### config.mk
export PLATFORM = sky130hd
export DESIGN_NAME = host_port_control
export DESIGN_NICKNAME = d
export VERILOG_FILES = /design/src/hdl/host_port_pkg.sv /design/src/hdl/host_port_control.sv
export VERILOG_INCLUDE_DIRS = /design/src /design/src/hdl
export SDC_FILE = /design/constraint.sdc
export NUM_CORES = 1
export LEC_CHECK = 0
export ABC_AREA = 1
export BUFFER_PORTS_ARGS = -buffer_cell sky130_fd_sc_hd__buf_2
export CAP_MARGIN = 20
export CORE_ASPECT_RATIO = 0.8
export CORE_UTILIZATION = 54
export CTS_CLUSTER_SIZE = 8
export DETAILED_ROUTE_END_ITERATION = 7
export PLACE_DENSITY = 0.8
export SLEW_MARGIN = 0
export SYNTH_ARGS = -nofsm -noshare
export SYNTH_HDL_FRONTEND = slang
export SYNTH_SLANG_ARGS = --single-unit
### constraint.sdc
create_clock -name sys_clk_in -period 2.1 [get_ports sys_clk_in]
set_clock_uncertainty 0.15 [all_clocks]
set_input_delay 0.315 -clock sys_clk_in [delete_from_list [all_inputs] [get_ports sys_clk_in]]
set_output_delay 0.315 -clock sys_clk_in [all_outputs]
set_load 0.01 [all_outputs]
### src/hdl/host_port_defs.svh
// constants for the host port control and read stacking block
// assumes inclusion by the host port control module and its testbench only
`ifndef HOST_PORT_DEFS_SVH
`define HOST_PORT_DEFS_SVH

// ==========================================================
// register offsets (byte addresses in configuration space)
`define HP_CTRL_OFFSET      9'h1ec
`define HP_STAT_OFFSET      9'h1f0

// ==========================================================
// control register fields
`define HP_BIT_BYTE_ACC     0
`define HP_BIT_BIG_END      1
`define HP_BIT_IRQ_POL      2
`define HP_BIT_ACK_DRV      3
`define HP_BIT_IRQ_DRV      4
`define HP_BIT_POLLED       5
`define HP_BIT_DATA_INV     6
`define HP_BIT_ACK_POL      7
`define HP_CTRL_FIELD_W     8

// ==========================================================
// host type select codes
`define HP_TYPE_EXT         2'h0
`define HP_TYPE_WORD16      2'h1
`define HP_TYPE_BYTE8       2'h2
`define HP_TYPE_RSVD        2'h3

// ==========================================================
// reset images of the control field per host type
`define HP_RST_EXT          8'h72
`define HP_RST_WORD16       8'h42
`define HP_RST_BYTE8        8'h61

// ==========================================================
// timing
`define HP_RD_LAT_MAX       19
`define HP_LAT_W            5

`endif

### src/hdl/host_port_pkg.sv
// types for the host port control and read stacking block
// assumes nothing beyond the defs header
package host_port_pkg;

   // ==========================================================
   // control register option field
   typedef struct packed
   {
      logic ack_polarity;
      logic data_invariant_sel;
      logic polled_access_enable;
      logic irq_drive_mode;
      logic ack_drive_mode;
      logic irq_polarity;
      logic big_endian_sel;
      logic byte_access_sel;
   } host_ctrl_t;

   // ==========================================================
   // host cycle request as seen at the pins
   typedef struct packed
   {
      logic       chip_select_n;
      logic       write;
      logic [8:0] addr;
      logic [15:0] wdata;
   } host_req_t;

   typedef enum logic [1:0]
   {
      ST_IDLE = 2'b00,
      ST_WAIT = 2'b01,
      ST_ACK  = 2'b10,
      ST_HOLD = 2'b11
   } port_state_t;

endpackage

### src/hdl/host_port_control.sv
// host port control register and quadlet read stacking
// assumes host pins are synchronous to sys_clk_in and the internal
// register logic answers a read with rd_resp_valid_in one pulse
// How it works
// - control register at 1ECh, bits 0-7
// - bit 0 selects byte or word access
// - bit 1 selects big or little endian
// - bit 2 sets interrupt polarity
// - bit 3 sets acknowledge drive type
// - byte host reads acknowledge drive as zero
// - bit 4 sets interrupt drive type
// - bit 5 enables polled access mode
// - bit 6 byte order, ignored when big
// - bit 7 sets acknowledge polarity
// - cycle starts on chip select, handshake waits
// - polled host ends early, polls status 1F0h
// - new quadlet read fetches whole aligned quadlet
// - wait internal response, then acknowledge data
// - buffered quadlet serves other positions
// - internal read latency at most 19 clocks
// - rereading a read position refetches quadlet
// - a write started in idle invalidates the read buffer
// - host bus bit 0 is most significant
`timescale 1ns/1ns
`include "host_port_defs.svh"

module host_port_control
#(
   parameter int ADDR_W = 9
)
(
   input  wire logic                        sys_clk_in,
   input  wire logic                        rst_b_in,
   input  wire logic                        host_type_sel_hi_in,
   input  wire logic                        host_type_sel_lo_in,
   input  wire host_port_pkg::host_req_t    host_req_in,
   input  wire logic [31:0]                 rd_resp_data_in,
   input  wire logic                        rd_resp_valid_in,
   input  wire logic                        irq_event_in,
   output logic [15:0]                      host_rdata_out,
   output logic                             host_rdata_oe_n_out,
   output logic                             ack_out,
   output logic                             ack_oe_n_out,
   output logic                             irq_out,
   output logic                             irq_oe_n_out,
   output logic                             rd_req_out,
   output logic [ADDR_W-1:0]                rd_addr_out,
   output logic                             wr_seen_out,
   output host_port_pkg::host_ctrl_t        ctrl_out
);

   // elaboration check: the host address struct is nine bits wide
   if (ADDR_W != 9)
   begin : g_addr_w_chk
      $error("host_port_control: ADDR_W must be 9");
   end

   // ==========================================================
   // decode
   logic [1:0] host_type;
   logic       cs_act;
   logic       cs_prev_r;
   logic       cs_start;
   logic       is_rd;
   logic       is_wr;
   logic       stat_hit;
   logic [ADDR_W-1:0] q_addr;

   assign host_type = {host_type_sel_hi_in, host_type_sel_lo_in};
   assign cs_act    = ~host_req_in.chip_select_n;
   assign cs_start  = cs_act & ~cs_prev_r;
   assign is_rd     = cs_start & ~host_req_in.write;
   assign is_wr     = cs_start & host_req_in.write;
   assign q_addr    = {host_req_in.addr[ADDR_W-1:2], 2'h0};
   assign stat_hit  = (q_addr == `HP_STAT_OFFSET);

   always_ff @(posedge sys_clk_in)
   begin
      if (!rst_b_in)
         cs_prev_r <= 1'b0;
      else
         cs_prev_r <= cs_act;
   end

   // ==========================================================
   // control register
   host_port_pkg::host_ctrl_t ctrl_r;
   logic [7:0] ctrl_stack_r;
   logic       ctrl_hit;
   logic       ctrl_done;
   logic [7:0] rst_img;
   logic       bytes_mode;

   assign ctrl_hit   = is_wr & (q_addr == `HP_CTRL_OFFSET);
   assign bytes_mode = ctrl_r.byte_access_sel;

   always_comb
   begin
      unique case (host_type)
         `HP_TYPE_WORD16: rst_img = `HP_RST_WORD16;
         `HP_TYPE_BYTE8:  rst_img = `HP_RST_BYTE8;
         default:         rst_img = `HP_RST_EXT;
      endcase
   end

   // quadlet complete on last byte lane (byte) or last word (word)
   assign ctrl_done = bytes_mode ? (host_req_in.addr[1:0] == 2'h3) : host_req_in.addr[1];

   // bit 0 is the msb lane, so the option field sits in the lane at offset 0
   always_ff @(posedge sys_clk_in)
   begin
      if (!rst_b_in)
         ctrl_stack_r <= 8'h00;
      else if (ctrl_hit && host_req_in.addr[1:0] == 2'h0)
         ctrl_stack_r <= bytes_mode ? host_req_in.wdata[7:0] : host_req_in.wdata[15:8];
   end

   logic rst_seen_r;
   always_ff @(posedge sys_clk_in)
   begin
      if (!rst_b_in)
      begin
         rst_seen_r <= 1'b0;
         ctrl_r     <= '0;
      end
      else if (!rst_seen_r)
      begin
         rst_seen_r <= 1'b1;
         ctrl_r     <= host_port_pkg::host_ctrl_t'(rst_img);
      end
      else if (ctrl_hit && ctrl_done)
      begin
         ctrl_r <= host_port_pkg::host_ctrl_t'(ctrl_stack_r);
         if (host_type == `HP_TYPE_BYTE8)
            ctrl_r.ack_drive_mode <= 1'b0;
      end
   end

   // ==========================================================
   // read stacking buffer
   logic [31:0]       buf_r;
   logic [ADDR_W-1:0] buf_addr_r;
   logic              buf_vld_r;
   logic [3:0]        read_mask_r;
   logic [3:0]        lane_mask;
   logic              need_fetch;
   host_port_pkg::port_state_t st_r;
   logic [`HP_LAT_W-1:0] lat_r;
   logic              polled_busy_r;

   always_comb
   begin
      if (bytes_mode)
         lane_mask = 4'h1 << host_req_in.addr[1:0];
      else
         lane_mask = host_req_in.addr[1] ? 4'hc : 4'h3;
   end

   // the status register lives in the port, so reading it never fetches
   assign need_fetch = ~stat_hit & (~buf_vld_r | (q_addr != buf_addr_r)
                     | ((read_mask_r & lane_mask) != 4'h0));

   always_ff @(posedge sys_clk_in)
   begin
      if (!rst_b_in)
      begin
         st_r          <= host_port_pkg::ST_IDLE;
         rd_req_out    <= 1'b0;
         rd_addr_out   <= '0;
         buf_vld_r     <= 1'b0;
         buf_r         <= 32'h0;
         buf_addr_r    <= '0;
         read_mask_r   <= 4'h0;
         lat_r         <= '0;
         polled_busy_r <= 1'b0;
      end
      else
      begin
         rd_req_out <= 1'b0;
         unique case (st_r)
            host_port_pkg::ST_IDLE:
            begin
               if (is_wr)
               begin
                  buf_vld_r <= 1'b0;
                  st_r      <= host_port_pkg::ST_ACK;
               end
               else if (is_rd && stat_hit)
                  st_r <= host_port_pkg::ST_ACK;
               else if (is_rd && need_fetch)
               begin
                  rd_req_out    <= 1'b1;
                  rd_addr_out   <= q_addr;
                  buf_addr_r    <= q_addr;
                  buf_vld_r     <= 1'b0;
                  read_mask_r   <= lane_mask;
                  lat_r         <= '0;
                  polled_busy_r <= 1'b1;
                  st_r          <= host_port_pkg::ST_WAIT;
               end
               else if (is_rd)
               begin
                  read_mask_r <= read_mask_r | lane_mask;
                  st_r        <= host_port_pkg::ST_ACK;
               end
            end
            host_port_pkg::ST_WAIT:
            begin
               lat_r <= lat_r + `HP_LAT_W'(1);
               if (rd_resp_valid_in)
               begin
                  buf_r         <= rd_resp_data_in;
                  buf_vld_r     <= 1'b1;
                  polled_busy_r <= 1'b0;
                  st_r          <= host_port_pkg::ST_ACK;
               end
            end
            host_port_pkg::ST_ACK:
               st_r <= host_port_pkg::ST_HOLD;
            host_port_pkg::ST_HOLD:
            begin
               if (!cs_act || ctrl_r.polled_access_enable)
                  st_r <= host_port_pkg::ST_IDLE;
            end
         endcase
      end
   end

   // ==========================================================
   // host data, acknowledge and interrupt pins
   logic [15:0] sel_data;
   logic [31:0] swapped;

   // little endian with address invariance swaps bytes; big endian ignores bit 6
   assign swapped = (!ctrl_r.big_endian_sel && !ctrl_r.data_invariant_sel)
                  ? {buf_r[7:0], buf_r[15:8], buf_r[23:16], buf_r[31:24]} : buf_r;

   always_comb
   begin
      if (ctrl_r.byte_access_sel)
         sel_data = {8'h00, swapped[31 - 8*host_req_in.addr[1:0] -: 8]};
      else
         sel_data = host_req_in.addr[1] ? swapped[15:0] : swapped[31:16];
   end

   logic ack_act;
   assign ack_act = (st_r == host_port_pkg::ST_ACK) | (st_r == host_port_pkg::ST_HOLD);

   always_ff @(posedge sys_clk_in)
   begin
      if (!rst_b_in)
      begin
         host_rdata_out      <= 16'h0;
         host_rdata_oe_n_out <= 1'b1;
         ack_out             <= 1'b0;
         ack_oe_n_out        <= 1'b1;
         irq_out             <= 1'b0;
         irq_oe_n_out        <= 1'b1;
         wr_seen_out         <= 1'b0;
         ctrl_out            <= '0;
      end
      else
      begin
         wr_seen_out <= is_wr;
         ctrl_out    <= ctrl_r;
         if (cs_act && !host_req_in.write && stat_hit)
            host_rdata_out <= {15'h0, polled_busy_r};
         else if (cs_act && !host_req_in.write && q_addr == `HP_CTRL_OFFSET)
            host_rdata_out <= ctrl_r.byte_access_sel ? {8'h00, ctrl_r} : {ctrl_r, 8'h00};
         else
            host_rdata_out <= sel_data;
         host_rdata_oe_n_out <= ~(cs_act & ~host_req_in.write & ack_act);
         ack_out      <= ack_act ~^ ctrl_r.ack_polarity;
         ack_oe_n_out <= ~(ctrl_r.ack_drive_mode | ack_act);
         irq_out      <= irq_event_in ~^ ctrl_r.irq_polarity;
         irq_oe_n_out <= ~(ctrl_r.irq_drive_mode | irq_event_in);
      end
   end

   // ==========================================================
   // checks
   property p_lat;
      @(posedge sys_clk_in) disable iff (!rst_b_in)
      (st_r == host_port_pkg::ST_WAIT) |-> (lat_r < `HP_LAT_W'(`HP_RD_LAT_MAX));
   endproperty
   a_lat: assert property (p_lat) else $error("read latency exceeded");

   property p_wr_inval;
      @(posedge sys_clk_in) disable iff (!rst_b_in)
      (is_wr && st_r == host_port_pkg::ST_IDLE) |=> !buf_vld_r;
   endproperty
   a_wr_inval: assert property (p_wr_inval) else $error("write kept buffer");

   property p_fetch;
      @(posedge sys_clk_in) disable iff (!rst_b_in)
      (is_rd && need_fetch && st_r == host_port_pkg::ST_IDLE) |=> rd_req_out && rd_addr_out[1:0] == 2'h0;
   endproperty
   a_fetch: assert property (p_fetch) else $error("no aligned fetch");

   property p_hit;
      @(posedge sys_clk_in) disable iff (!rst_b_in)
      (is_rd && !need_fetch && st_r == host_port_pkg::ST_IDLE) |=> !rd_req_out;
   endproperty
   a_hit: assert property (p_hit) else $error("buffer hit refetched");

   property p_ack_after_resp;
      @(posedge sys_clk_in) disable iff (!rst_b_in)
      (st_r == host_port_pkg::ST_WAIT && rd_resp_valid_in) |=> ##1 ack_out == ctrl_r.ack_polarity;
   endproperty
   a_ack_after_resp: assert property (p_ack_after_resp) else $error("ack missing");

   property p_byte_ackdrv;
      @(posedge sys_clk_in) disable iff (!rst_b_in)
      (host_type == `HP_TYPE_BYTE8 && rst_seen_r && $past(rst_seen_r)) |-> !ctrl_r.ack_drive_mode;
   endproperty
   a_byte_ackdrv: assert property (p_byte_ackdrv) else $error("ack drive bit set");

   property p_irq_pol;
      @(posedge sys_clk_in) disable iff (!rst_b_in)
      $stable(ctrl_r.irq_polarity) |=> irq_out == ($past(irq_event_in) ~^ $past(ctrl_r.irq_polarity));
   endproperty
   a_irq_pol: assert property (p_irq_pol) else $error("irq polarity wrong");

   property p_ack_drv;
      @(posedge sys_clk_in) disable iff (!rst_b_in)
      ctrl_r.ack_drive_mode |=> !ack_oe_n_out;
   endproperty
   a_ack_drv: assert property (p_ack_drv) else $error("ack not push pull");

   property p_wr_ack;
      @(posedge sys_clk_in) disable iff (!rst_b_in)
      (is_wr && st_r == host_port_pkg::ST_IDLE) |=> ##1 ack_out == ctrl_r.ack_polarity;
   endproperty
   a_wr_ack: assert property (p_wr_ack) else $error("write not acknowledged");

   property p_stat_local;
      @(posedge sys_clk_in) disable iff (!rst_b_in)
      (is_rd && stat_hit && st_r == host_port_pkg::ST_IDLE) |=> !rd_req_out && st_r == host_port_pkg::ST_ACK;
   endproperty
   a_stat_local: assert property (p_stat_local) else $error("status read fetched");

   property p_rdata_drive;
      @(posedge sys_clk_in) disable iff (!rst_b_in)
      (st_r == host_port_pkg::ST_ACK && cs_act && !host_req_in.write) |=> !host_rdata_oe_n_out;
   endproperty
   a_rdata_drive: assert property (p_rdata_drive) else $error("read data not driven");

endmodule

Word-level counts from Yosys, hierarchy flattened
Index checks and enable logic that the tools add are counted.
{"block": "word_totals", "inputBits": 65, "output_inout_bits": 40, "register_bits": 96, "wordCells": 143}
{"block": "op_classes", "reduce_logical": 25, "shift": 2, "n_mux": 35, "n_eq_ne": 18, "n_addsub": 1, "bitwise": 28}
{"op": "16-bit two-way mux", "n": 4}
{"op": "39-bit by 33-bit indexed part select with 8-bit output", "n": 1}
{"op": "32-bit two-way mux", "n": 1}
{"op": "8-bit two-way mux", "n": 3}
{"op": "4-bit two-way mux", "n": 4}
{"op": "7-bit == test (second input constant)", "n": 2}
{"op": "1-bit two-way mux", "n": 13}
{"op": "2-bit two-way mux", "n": 6}
{"op": "1-bit NOT", "n": 12}
{"op": "6-bit case mux with 2 select lines", "n": 1}
{"op": "4-bit AND reduction", "n": 3}
{"op": "2-bit inequality test (second input constant)", "n": 5}
{"op": "2-bit == test (second input constant)", "n": 4}
{"op": "1-bit logical AND", "n": 8}
{"op": "2-bit case mux with 4 select lines", "n": 1}
{"op": "1-bit AND", "n": 7}
{"op": "7-bit inequality test", "n": 1}
{"op": "3-bit inequality test (second input constant)", "n": 2}
{"op": "5-bit by 5-bit subtractor with 6-bit output (first input constant)", "n": 1}
{"op": "5-bit inequality test (second input constant)", "n": 1}
{"op": "1-bit bitwise OR", "n": 5}
{"op": "5-bit AND reduction", "n": 1}
{"op": "4-bit AND", "n": 1}
{"op": "2-bit by 1-bit == test with 1-bit output (second input constant)", "n": 2}
{"op": "14 further kinds", "n": 20}

Longest topological paths before layout
{"block": "depth", "word_depth": 11, "depth_mapped": 12, "mapped_depth_nobuf": 12}

Least setup slack after synthesis
Ideal clock, no wire load.
{"block": "synth_path", "kind": "input -> register", "from": "input host_req_in[17] (netlist bit)", "to": "register buf_addr_r[2]", "t_arrival_ns": 1.262, "setup_ns": 0.113, "t_required_ns": 1.837, "slack_ns": 0.576, "n_path_buf": 2, "path_stages": 11, "cell_sequence": "buf_2 inv_1 a21oi_1 nand2_1 nand2_1 nor2_1 nand2_1 nand3_2 buf_4 nor2_1 nor2_1"}
{"block": "synth_via", "elab_chain_cells": 8, "elab_cells_between_ends": 9, "cone_classes": "shift: 1; mux: 2; bitwise: 3; reduce/logical: 3"}
{"item": "from (decl)", "line": "host_port_control.sv:36", "text": "input wire host_port_pkg::host_req_t host_req_in,"}
{"item": "4-bit two-way mux or 1-bit by 2-bit left shift with 4-bit output (tied branches)", "line": "host_port_control.sv:156, host_port_control.sv:154"}
{"item": "4-bit two-way mux (*)", "line": "host_port_control.sv:153", "text": "if (bytes_mode)"}
{"item": "4-bit AND (*)", "line": "host_port_control.sv:161", "text": "| ((read_mask_r & lane_mask) != 4'h0));"}
{"item": "4-bit nonzero test (*)", "line": "host_port_control.sv:161"}
{"item": "1-bit bitwise OR (*)", "line": "host_port_control.sv:161"}
{"item": "1-bit AND (*)", "line": "host_port_control.sv:160", "text": "assign need_fetch = ~stat_hit & (~buf_vld_r | (q_addr != buf_addr_r)"}
{"item": "1-bit logical AND (*)", "line": "host_port_control.sv:190", "text": "else if (is_rd && need_fetch)"}
{"item": "4-bit AND reduction (no source line) (*)"}
{"item": "to (signal assigned)", "line": "host_port_control.sv:194", "text": "buf_addr_r <= q_addr;"}
{"item": "to (decl)", "line": "host_port_control.sv:142", "text": "logic [ADDR_W-1:0] buf_addr_r;"}
Mark *: on every way between the ends. The rest lies on a longest branch, timed or not.
A chain may end at the register's enable or synchronous reset.

Worst setup path after layout
{"block": "layout_path", "from": "register st_r[0]", "to": "register read_mask_r[2]"}
{"block": "layout_via", "elab_chain_cells": 2}
{"item": "from (decl)", "line": "host_port_control.sv:147", "text": "host_port_pkg::port_state_t st_r;"}
{"item": "from (signal assigned)", "line": "host_port_control.sv:167", "text": "st_r <= host_port_pkg::ST_IDLE;"}
{"item": "from (signal assigned)", "line": "host_port_control.sv:186", "text": "st_r <= host_port_pkg::ST_ACK;"}
{"item": "from (signal assigned)", "line": "host_port_control.sv:189", "text": "st_r <= host_port_pkg::ST_ACK;"}
{"item": "2-bit zero test", "line": "host_port_control.sv:180", "text": "unique case (st_r)"}
{"item": "4-bit AND reduction (no source line)"}
{"item": "to (signal assigned)", "line": "host_port_control.sv:196", "text": "read_mask_r <= lane_mask;"}
{"item": "to (signal assigned)", "line": "host_port_control.sv:203", "text": "read_mask_r <= read_mask_r | lane_mask;"}
{"item": "to (decl)", "line": "host_port_control.sv:144", "text": "logic [3:0] read_mask_r;"}
No other way between the ends.

==> flow_summary_export.csv <==
group,metric,value,unit
logic_synthesis,synth-compound-area-share,18.3,%
logic_synthesis,synth_seq_area_share,42.7,%
routing,drc,0,
logic_synthesis,synth_seq_cells,96,
logic_synthesis,yosys.area_share.simple,28.2,%
routing,drtAntennaViolNets,0,
worst_setup_path,r2r_end,"read_mask_r[2]$_SDFFE_PN0P_",
final_layout,nets,820,
floorplan,fp.coreArea,0.00802,mm²
floorplan,initial_core_util,56.1,%
logic_synthesis,synthFlopType,"dfxtp_1",
floorplan,die_w,104,µm
clocking,clkSinkCount,96,
sta,fmax,544,MHz
floorplan,ios,105,
place,port_buffers,102,
floorplan,die-area,0.00871,mm²
min_path,worst_hold_path.endpoint,"irq_oe_n_out$_SDFF_PN1_",
sta,period_share,87.5,%
place,dp.cells,845,
final_layout,diodes,0,
logic_synthesis,synth_async_sr_flop_share,0,%
worst_setup_path,endpoint_kind,"flop",
global_route,grt.total_usage,26.2,%
global_route,antenna_found_initial,0,
logic_synthesis,synthAdderAreaFrac,1.95,%
clocking,cts_tree,"built",
sta,hold_viol_final,0,
power_and_ir_drop,power.static_leakage,0.00249,µW
power_and_ir_drop,power_density,880,mW/mm²
power_and_ir_drop,p_comb_share,26.5,%
worst_setup_path,critPathArrivalTime,1.97,ns
final_layout,final_cell_mix,"nand2_1, nor2_1, buf_2",
logic_synthesis,synth.avg_cell_area,6.88,µm²
final_layout,fin_cells,861,
sta,hold_slack,0.00935,ns
sta,fin_crit,1.84,ns
worst_setup_path,reg2reg_depth,6,
logic_synthesis,ys_types,34,
routing,drt_wl_total,11.1,mm
worst_setup_path,critical_path_buf_inv_count,2,
global_route,grt_start_max_net_pins,48,
clocking,postCtsSetupRepairBufs,0,
power_and_ir_drop,swShare,34.0,%
sta,rsz0062_at_grt,"false",
logic_synthesis,synth_area,0.00450,mm²
min_path,hold_start,"irq_event_in",
place,place.gp.congestion,0.872,
power_and_ir_drop,p_int,3070,µW
worst_setup_path,path_common_cell,"inv_1",
global_route,grt_pass1_vias,3923,
final_layout,final_layout_size_suffix_gt1_share,19.5,%
power_and_ir_drop,seq_power_share,47.7,%
min_path,min_path_cells,2,
worst_setup_path,cp_top_family,"simple AND/OR/NAND/NOR gates",
floorplan,rows,29,
clocking,worst_skew_pair.late_latency,0.36,ns
worst_setup_path,r2r_setup_slack,0.26,ns
logic_synthesis,synth_enable_flop_cells,0,
clocking,postCtsHoldBufs,0,
worst_setup_path,critPathSlowestCell,"nor3_1",
routing,vias_per_cell,5.13,
clocking,clock_path_buffers,2,
logic_synthesis,syn_inst,654,
routing,dr.first_iter.drc_count,330,
floorplan,die_height,83.7,µm
clocking,cts_buffers,9,
clocking,path_clk_slew,0.09,ns
power_and_ir_drop,p_clk_share,25.8,%
clocking,clock-root-buffer,"clkbuf_8",
place,post-dp-hpwl,8.30,mm
worst_setup_path,cp_max_fo,6,
power_and_ir_drop,power.switching,1590,µW
logic_synthesis,yosys_warnings,0,
worst_setup_path,crit_path_max_incr_delay,0.45,ns
global_route,grt_pass1_wl,18.4,mm
clocking,ctsResizeCount,0,
logic_synthesis,synth_top_family_by_area,"simple AND/OR/NAND/NOR gates",
status,status,"finished, final reports clean",
clocking,htree_levels,3,
worst_setup_path,r2r-start,"st_r[0]$_SDFFE_PN0P_",
routing,first_pass_iters,5,
min_path,hold_class,"in -> reg",
worst_setup_path,cp.required,2.23,ns
sta,slew_viol_final,0,
routing,via_count,4416,
logic_synthesis,synthMuxAreaShare,0,%
final_layout,synthToLayoutAreaGrowth,17.6,%
flow_run,drv_cap,0,
worst_setup_path,worstSetupPathType,"reg -> reg",
worst_setup_path,cp-start-kind,"flop",
final_layout,final_common_cell,"nand2_1",
sta,fin_setup_tns,0,ns
power_and_ir_drop,finalPower,4660,µW
routing,wl_per_cell,12.9,µm
worst_setup_path,crit_path_cell_trace,"inv_1 -> ha_1 -> inv_1 -> nor3_1 -> nand2_1 -> a21oi_1",
sta,setup_viol,0,
logic_synthesis,synth_xor_area_share,0.195,%
power_and_ir_drop,max-vdd-ir-drop,0.625,mV
global_route,grt_overflow_total,0,
-- per-stage QoR --
| step | cell area [µm²] | util [%] | setup WS [ns] |
|---|---|---|---|
| floorplan | 4500 | - | 0.576 |
| global placement | 5090 | 63.5 | 0.247 |
| detailed placement | 5090 | 63.5 | 0.249 |
| CTS | 5290 | 66.0 | 0.264 |
| global route | 5290 | 66.0 | 0.108 |
| finish | 5290 | 66.0 | 0.263 |
-- sequential cells by signal (all words and copies together) (netlist names) --
register             cells
irq_oe_n_out             1
rst_seen_r               1
host_rdata_out          16
buf_addr_r               7
rd_req_out               1
irq_out                  1
read_mask_r              4
host_rdata_oe_n_out      1
ack_oe_n_out             1
ctrl_r                   7
ctrl_out                 8
polled_busy_r            1
bytes_mode               1
buf_r                   32
ctrl_stack_r             8
cs_prev_r                1
st_r                     2
buf_vld_r                1
wr_seen_out              1
ack_out                  1
-- synth_stat cells, types with 2 or more instances --
library cell	n	area [µm²]
o21a_1	4	30.0
clkbuf_1	15	56.3
inv_1	55	206
dfxtp_1	96	1920
buf_6	2	22.5
nand4_1	3	18.8
nand2_2	4	25.0
nor2_8	2	40.0
buf_4	4	30.0
inv_2	3	11.3
nand3_2	2	20.0
nand2_4	2	22.5
buf_1	3	11.3
o21ai_0	79	395
nand2_1	149	559
nor2_1	107	402
o211ai_1	2	15.0
nor3_1	4	20.0
a31oi_1	6	37.5
a21oi_1	60	300
clkinv_1	2	7.51
ha_1	7	87.6
nand3_1	22	110
buf_2	8	40.0
o31ai_1	4	30.0
-- power groups by stage --
stage	Clock [µW]	Combinational [µW]	Sequential [µW]
after floorplan	0	830	2250
after global placement	0	1170	2240
after detailed placement	0	1210	2260
after CTS	1230	1220	2220
after global routing	1300	1400	2250
final	1200	1230	2220
-- worst max-delay path by stage --
stage	slack [ns]	end	cells past startpoint	startpoint
after floorplan	0.58	buf_addr_r[2]$_SDFFE_PN0P_	11	host_req_in[17]
after global routing	0.11	host_rdata_out[7]$_SDFF_PP0_	6	ctrl_r[6]$_SDFFE_PN0P_
after global placement	0.25	bytes_mode$_SDFFE_PN0P_	9	host_req_in[26]
after CTS	0.26	host_rdata_out[0]$_SDFF_PN0_	8	ctrl_r[6]$_SDFFE_PN0P_
after detailed placement	0.25	host_rdata_out[13]$_SDFF_PP0_	7	host_req_in[20]
final	0.26	read_mask_r[2]$_SDFFE_PN0P_	6	st_r[0]$_SDFFE_PN0P_
-- metal layers --
metal	vias up	track usage [%]	part of all wire (%)
met3	13	4.76	6.5
met5	-	0	0
met1	1962	37.6	49
li1	2280	-	-
met2	161	39.8	43
met4	0	8.05	1.4
-- worst reg2reg max path, stage by stage, from the launching register on --
cell	delay [ns]
dfxtp_1	0.35
inv_1	0.11
ha_1	0.25
inv_1	0.14
nor3_1	0.46
nand2_1	0.12
a21oi_1	0.18
-- cells by family (layout without fill, tap and decap cells) --
family                   Yosys count  count (layout)
flip-flops                        96              96
XOR/XNOR                           1               1
AND/OR/NAND/NOR                  300             300
AO/OA/AOI/OAI                    157             157
other                              1               2
adder cells (fa/ha/maj)            7               7
buffers and inverters             92             190
-- cell type report --
cell class	instances	area [µm²]
Clock buffer	10	128
Clock inverter	6	68.8
Fill cell	727	2730
Inverter	60	229
Multi-Input combinational cell	467	2200
Sequential cell	96	1920
Tap cell	108	135
Timing Repair Buffer	114	613
Power figures use the tool's default switching activity.
